## src/port_rmw_pkg.sv

```systemverilog
// Constants, commands and states for the read-modify-write port block.
package port_rmw_pkg;
  localparam int PORT_W = 8;
  localparam logic [7:0] DATA_RST = 8'h00;
  localparam logic [7:0] DIR_RST = 8'hff;
  localparam logic [7:0] BIT_ONE = 8'h01;
  localparam logic [7:0] SYNC_RST = 8'h00;
  localparam int INSTR_CYCLES = 4;

  typedef enum logic [2:0] {
    bit_set_op = 3'h0,
    bit_clear_op = 3'h1,
    port_write_op = 3'h2,
    port_read_op = 3'h3,
    direction_load_op = 3'h4
  } op_e;

  typedef enum logic [4:0] {
    st_idle = 5'h01,
    st_q1 = 5'h02,
    st_q2 = 5'h04,
    st_q3 = 5'h08,
    st_q4 = 5'h10
  } state_e;

  function automatic logic [7:0] bit_mask(input logic [2:0] sel);
    bit_mask = BIT_ONE << sel;
  endfunction
endpackage

```

## src/port_sample_if.sv

```systemverilog
// Carries the synchronised pin levels from the sampler to the port logic.
`timescale 1ns/1ps
`default_nettype none
interface port_sample_if;
  logic [7:0] lvl;
  modport src (output lvl);
  modport dst (input lvl);
endinterface
`default_nettype wire

```

## src/port_pin_sync.sv

```systemverilog
// Two-flop synchroniser for the eight port pin inputs.
`timescale 1ns/1ps
`default_nettype none
module port_pin_sync
  import port_rmw_pkg::*;
(
  input wire logic core_clk_i,
  input wire logic nrst_i,
  input wire logic [7:0] pin_in_i,
  port_sample_if.src smp
);
  logic [7:0] meta_r;
  logic [7:0] lvl_r;

  always_ff @(posedge core_clk_i or negedge nrst_i) begin
    if (!nrst_i) begin
      meta_r <= SYNC_RST;
      lvl_r <= SYNC_RST;
    end else begin
      meta_r <= pin_in_i;
      lvl_r <= meta_r;
    end
  end

  assign smp.lvl = lvl_r;
endmodule
`default_nettype wire

```

## src/bidir_port_rmw_access.sv

```systemverilog
// Eight-bit bidirectional port with read-modify-write bit operations.
// Operation
// - Bit set/clear reads all eight bits, changes one, writes all back.
// - The read phase samples pin levels, so input pins overwrite their latches.
// - An input pin is not driven; switched to output it drives its latch.
// - Writes update latches at cycle end; reads take data at cycle start.
`timescale 1ns/1ps
`default_nettype none
module bidir_port_rmw_access
  import port_rmw_pkg::*;
(
  input wire logic core_clk_i,
  input wire logic nrst_i,
  input wire logic op_valid_i,
  input wire logic [2:0] op_code_i,
  input wire logic [2:0] op_bit_i,
  input wire logic [7:0] op_wdata_i,
  output logic busy_o,
  output logic [7:0] rdata_o,
  output logic rdata_valid_o,
  input wire logic [7:0] pin_in_i,
  output logic [7:0] pin_out_o,
  output logic [7:0] pin_oe_n_o
);
  // Pins reach the port logic only through two flops, so a read right after a write sees the old level.
  port_sample_if smp ();

  port_pin_sync u_sync (
    .core_clk_i(core_clk_i),
    .nrst_i(nrst_i),
    .pin_in_i(pin_in_i),
    .smp(smp)
  );

  state_e st_r;
  state_e st_nxt;
  op_e op_r;
  op_e op_nxt;
  logic [2:0] bit_r;
  logic [2:0] bit_nxt;
  logic [7:0] w_r;
  logic [7:0] w_nxt;
  logic [7:0] rd_r;
  logic [7:0] rd_nxt;
  logic [7:0] data_r;
  logic [7:0] data_nxt;
  logic [7:0] dir_r;
  logic [7:0] dir_nxt;
  logic [7:0] rdata_r;
  logic [7:0] rdata_nxt;
  logic rdv_r;
  logic rdv_nxt;
  logic busy_r;
  logic busy_nxt;

  // An instruction runs four phases; pins are taken in the first, latches change in the last.
  always_comb begin
    st_nxt = st_r;
    op_nxt = op_r;
    bit_nxt = bit_r;
    w_nxt = w_r;
    rd_nxt = rd_r;
    data_nxt = data_r;
    dir_nxt = dir_r;
    rdata_nxt = rdata_r;
    rdv_nxt = 1'b0;
    unique case (st_r)
      st_idle: begin
        if (op_valid_i) begin
          op_nxt = op_e'(op_code_i);
          bit_nxt = op_bit_i;
          w_nxt = op_wdata_i;
          st_nxt = st_q1;
        end
      end
      st_q1: begin
        rd_nxt = smp.lvl;
        st_nxt = st_q2;
      end
      st_q2: st_nxt = st_q3;
      st_q3: st_nxt = st_q4;
      st_q4: begin
        unique case (op_r)
          bit_set_op: data_nxt = rd_r | bit_mask(bit_r);
          bit_clear_op: data_nxt = rd_r & ~bit_mask(bit_r);
          port_write_op: data_nxt = w_r;
          port_read_op: begin
            rdata_nxt = rd_r;
            rdv_nxt = 1'b1;
          end
          direction_load_op: dir_nxt = w_r;
          default: data_nxt = data_r;
        endcase
        st_nxt = st_idle;
      end
      default: st_nxt = st_idle;
    endcase
    busy_nxt = (st_nxt != st_idle);
  end

  always_ff @(posedge core_clk_i or negedge nrst_i) begin
    if (!nrst_i) begin
      st_r <= st_idle;
      op_r <= bit_set_op;
      bit_r <= 3'h0;
      w_r <= DATA_RST;
      rd_r <= DATA_RST;
      data_r <= DATA_RST;
      dir_r <= DIR_RST;
      rdata_r <= DATA_RST;
      rdv_r <= 1'b0;
      busy_r <= 1'b0;
    end else begin
      st_r <= st_nxt;
      op_r <= op_nxt;
      bit_r <= bit_nxt;
      w_r <= w_nxt;
      rd_r <= rd_nxt;
      data_r <= data_nxt;
      dir_r <= dir_nxt;
      rdata_r <= rdata_nxt;
      rdv_r <= rdv_nxt;
      busy_r <= busy_nxt;
    end
  end

  // The latch always sits on the pin driver; the direction bit alone gates it.
  assign pin_out_o = data_r;
  assign pin_oe_n_o = dir_r;
  assign rdata_o = rdata_r;
  assign rdata_valid_o = rdv_r;
  assign busy_o = busy_r;
endmodule
`default_nettype wire

```

## config.mk

```make
export PLATFORM = sky130hd
export DESIGN_NAME = bidir_port_rmw_access
export DESIGN_NICKNAME = d
export VERILOG_FILES = /design/src/port_rmw_pkg.sv /design/src/port_sample_if.sv /design/src/port_pin_sync.sv /design/src/bidir_port_rmw_access.sv
export SDC_FILE = /design/constraint.sdc
export NUM_CORES = 1
export LEC_CHECK = 0
export BUFFER_PORTS_ARGS = -buffer_cell sky130_fd_sc_hd__buf_2
export CAP_MARGIN = 0
export CORE_UTILIZATION = 55
export CTS_CLUSTER_DIAMETER = 50
export CTS_CLUSTER_SIZE = 24
export DETAILED_ROUTE_END_ITERATION = 6
export GPL_TIMING_DRIVEN = 0
export PLACE_DENSITY = 0.79
export SYNTH_ARGS = -nofsm -noshare
export SYNTH_HDL_FRONTEND = slang
export SYNTH_SLANG_ARGS = --single-unit
```

## constraint.sdc

```tcl
create_clock -name core_clk_i -period 2.15 [get_ports core_clk_i]
set_input_delay 0.215 -clock core_clk_i [delete_from_list [all_inputs] [get_ports core_clk_i]]
set_output_delay 0.215 -clock core_clk_i [all_outputs]
set_load 0.02 [all_outputs]
```

# After elaboration in Yosys (flattened, before gate mapping)
# Cells that the tools add are included.
# op_classes
reduce_logical,6
muxes,5
bitwise,3
shift,1
eq_ne,10
# ops
cell,n
$pmux 8 s3,1
$pmux 5 s4,1
$and 8x8->8,1
$not 8->8,1
$or 8x8->8,1
$reduce_and 2->1,4
$shl 1x3->8 const A,1
$eq 3x2->1 const B,2
$eq 5x1->1 const B,1
$eq 5x2->1 const B,1
$eq 5x3->1 const B,1
$eq 5x4->1 const B,1
$eq 5x5->1 const B,1
$mux 5,1
$ne 5x1->1 const B,1
$eq 3x1->1 const B,1
$eq 3x3->1 const B,1
$logic_not 3->1,1
$reduce_bool 3->1,1
$mux 1,2
# totals
wordCells,37
inputBits,25
regBits,69
output_inout_bits,26

# Logic depth before layout (Yosys ltp)
# depth
ltp_word,4
ltp_mapped,4
mapped_depth_nobuf,3

# Cells and area by module
# Synthesis repeated with hierarchy kept, for this count alone.
# unflattened
cells_unflattened,193
hier_area_um2,2710.1
# by_module_without_submodules
mod,n_inst,cells_each,area_each_um2,seq_area_each_um2
bidir_port_rmw_access,1,177,2309.7,1337.5
port_pin_sync,1,16,400.4,400.4

# Worst setup path before layout
# Ideal clock, no wire load.
# synth_path
kind,flip-flop to flip-flop
from,reg st_r[3]
to,reg bit_r[2]
setup_ns,0.125
path_buffers,1
stages_incl_launch_ff,5
required_ns,2.025
period_less_slack_ns,1.776
t_arrival_ns,1.651
slack_ns,0.374
path_cell_list,dfrtp_1 > or3_4 > nor3_4 > buf_12 > mux2_4
# synth_via
elab_chain_len,2
# synth_lines
element,line_no,source
start: declaration,bidir_port_rmw_access.sv:35,state_e st_r;
start signal: assignment,bidir_port_rmw_access.sv:103,st_r <= st_idle;
start signal: assignment,bidir_port_rmw_access.sv:114,st_r <= st_nxt;
$eq 5x1->1,bidir_port_rmw_access.sv:67,unique case (st_r)
$reduce_and 2->1 (no line),-,
end signal: assignment,bidir_port_rmw_access.sv:116,bit_r <= bit_nxt;
end: declaration,bidir_port_rmw_access.sv:39,logic [2:0] bit_r;
# Every way passes these cells.
# A chain may end at the register's enable or synchronous reset.

# Final worst setup path
# layout_path
from,reg st_r[3]
to,reg w_r[7]
# layout_via
elab_chain_len,2
# layout_lines
element,line_no,source
$eq 5x1->1,bidir_port_rmw_access.sv:67,
$reduce_and 2->1 (no line),-,
end signal: assignment,bidir_port_rmw_access.sv:117,w_r <= w_nxt;
end: declaration,bidir_port_rmw_access.sv:41,logic [7:0] w_r;
# Every way passes these cells.

==> results.yml <==
run_status:
  status: "complete, no violations"
synthesis:
  synth_area_per_cell_um2: 15.03
  synth_seq_cells: 69
  synthCells: 187
  netlist_area_um2: 2810
  synth_top_cell_by_area: "dfrtp_1"
  synth_cell_types: 31
  syn_nets: 212
  ys.flop_type: "dfrtp_1"
  ys_async_sr_fraction_pct: 100.0
  ys_top_cells_by_count: "dfrtp_1, mux2_2, nand3_1"
  synth_seq_area_share_pct: 61.84
  synth_most_common_cell: "dfrtp_1"
  synth_edf_count: 0
  synth_top_area_share_pct: 53.43
  synthTopCellsByArea: "dfrtp_1, mux2_2, dfstp_2, mux2_4, mux2i_1"
  ys_warn_count: 0
die:
  num_io_pins: 51
  initial_utilization_pct: 58.34
  fp.dieW_um: 73.48
  core_area_um2: 4817
  die-area_um2: 5399
  num_rows: 25
  die_h_um: 73.48
pwr:
  p_switching_mw: 1.245
  power_frac_comb_pct: 27.1
  intPower_mw: 2.974
  pwr-share-clk_pct: 29.6
  ir_drop_mv: 0.8294
  swShare_pct: 29.52
  pwr-share-seq_pct: 43.3
  p_leak_nw: 1.640
  pwr_density_cell_nw_per_um2: 1214
sta:
  finalHoldViolCount: 0
  rsz0062_at_grt: "no"
  slew_headroom_pct: 44.02
  fmax_mhz: 500.3
  final_max_slew_viol_count: 0
  skew_ps: 5.726
  tightest_slew_ps: 839.7
  layout_min_cycle_time_ps: 1999
  finalSetupViolCount: 0
  tns_ps: 0
  finalCritPeriodShare_pct: 92.97
detailed_routing:
  ant_nets: 0
  drt-pass1-iter-count: 4
  vias: 1784
  avgViaCountPerCell: 5.422
  drc: 0
  dr.first_iter.drc_count: 138
  routed_wl_mm: 5.314
  routedWlPerCell_um: 16.15
worst_setup_path:
  path_cells: "or3_4 -> nor3_4 -> buf_12 -> mux2_4"
  path_delay_family: "simple AND/OR/NAND/NOR gates"
  slowest_delay_ps: 460
  cp-end-kind: "flop"
  reg2reg_from: "st_r[3]"
  cp.required_ps: 2370
  start_kind: "flop"
  cp.arrival_ps: 2220
  crit_slowest_cell: "dfrtp_1"
  path_buf_inv: 1
  critPathMaxFanout: 10
  crit_start: "st_r[3]"
  worst-setup-path-type: "flop to flop"
final_layout:
  final_util_pct: 72.16
  drive_gt1_share_pct: 47.33
  final_nets: 282
  n_antenna_cell: 0
  nFillCells: 357
  stdcell_count: 329
  synthToLayoutAreaGrowth_pct: 23.69
place:
  hpwlAfterDp_mm: 3.507
  placedCellCount: 304
  port_buffers: 50
  gp_congestion: 0.7547
cts:
  path_clk_slew_ps: 70
  clock_latency_ps: 340
  numCtsBuffers: 9
  cts_sinks: 69
  cts_tree: "done"
  post-cts-setup-buffers: 0
  clockBufferDepth: 2
  cts-root-buf: "clkbuf_8"
  htree_levels: 3
min_path:
  min_from: "op_wdata_i[6]"
  hold_class: "primary input to flop"
grt:
  grt_pass1_wl_mm: 8.804
  grt_pass1_vias: 1827
  overflow: 0
  grt_usage_pct: 22.88
  grt_max_degree: 70
  antenna_found_initial: 0
flow_run:
  drv_cap: 0
layout by cell type, fill, tap and decap left out, types with 2 or more instances in the layout:
master          n
mux2_4          8
nand3_1        10
dlygate4sd3_1   9
mux2i_1         8
mux2_2         30
nand3b_1        3
or3b_2          2
nor4_1          2
clkbuf_8        9
dfstp_2         9
bufinv_16       3
o21ai_0         8
nor3_1          2
buf_4           3
buf_2          51
and3b_1         2
nor4bb_1        8
clkbuf_1        6
dfrtp_1        60
nor3b_1         5
o211ai_1        8
logic make-up (layout without fill, tap and decap cells):
family	count (synthesis)	in the layout	share of synthesized area, %
simple gates	43	43	12.29
mux	46	46	19.15
flops	69	69	61.84
compound gates	18	18	4.319
buf+inv	11	86	2.404
cell type report:
type                       count  area [um^2]  area share (%)
sequential                    69         1738           50.00
multi-input combinational    107         1005           28.91
timing repair buffer          59        342.8           9.863
buffer                        11        67.56           1.944
clock buffer                  10        127.6           3.672
clock inverter                 6        111.4           3.204
tap                           67        83.83           2.412
worst register-to-register path: cells and delay by family, from the launching register on:
family / cells / cell delay, ps
buffers and inverters: 1 / 220
flip-flops: 1 / 460
multiplexers: 1 / 310
AND/OR/NAND/NOR: 2 / 900
timing repair:
action	4_1_cts	5_1_grt
gates resized for setup	0	0
endpoints found under the hold margin	30	0
hold buffers	9	0
through the flow:
| stage | power, mW | setup WS (ps) | hold slack (ps) | instance area (um^2) |
|---|---|---|---|---|
| after floorplan | 2.674 | 373.6 | -80.59 | 2810 |
| final | 4.219 | 151.1 | 103.4 | 3476 |
| after detailed placement | 2.974 | 173.7 | 324.3 | 3147 |
| after CTS | 4.248 | 151.0 | 89.38 | 3476 |
| after global placement | 2.920 | 185.2 | 322.9 | 3144 |
| after global routing | 4.433 | 100.5 | 92.23 | 3476 |
state kept, by name (all words and copies together), names as in the netlist:
register / count
rdata_valid_o: 1
rd_r: 8
u_sync.meta_r: 8
busy_o: 1
w_r: 8
bit_r: 3
st_r: 5
pin_oe_n_o: 8
op_r: 3
u_sync.smp.lvl: 8
pin_out_o: 8
rdata_o: 8
worst paths after layout:
path	end	slack, ps	cells after the start
setup reg to reg	w_r[7]	150	4
setup / recovery	w_r[7]	150	4
min in group asynchronous	w_r[6]	520	2
hold / removal	w_r[6]	100	2
hold reg to reg	u_sync.smp.lvl[1]	350	0
max in group asynchronous	u_sync.meta_r[2]	1090	2
power groups by stage:
stage          clock network [mW]  registers [mW]  logic (mW)
6_report                     1.25            1.83        1.14
5_1_grt                      1.32            1.86        1.25
4_1_cts                      1.27            1.82        1.15
3_5_place_dp                    0            1.84        1.13
3_3_place_gp                    0            1.83        1.09
2_1_floorplan                   0            1.79       0.880
metal layers:
metal	vias to the layer above	part of all wire (%)	GRT usage (%)	wire length, um
met5	-	0	0	0
met4	0	1.3	10.90	68
met3	7	4.4	5.761	234
met2	47	50	35.37	2664
met1	892	44	30.39	2346
li1	838	-	-	-
Note: power is estimated with default switching activity, not from simulation.
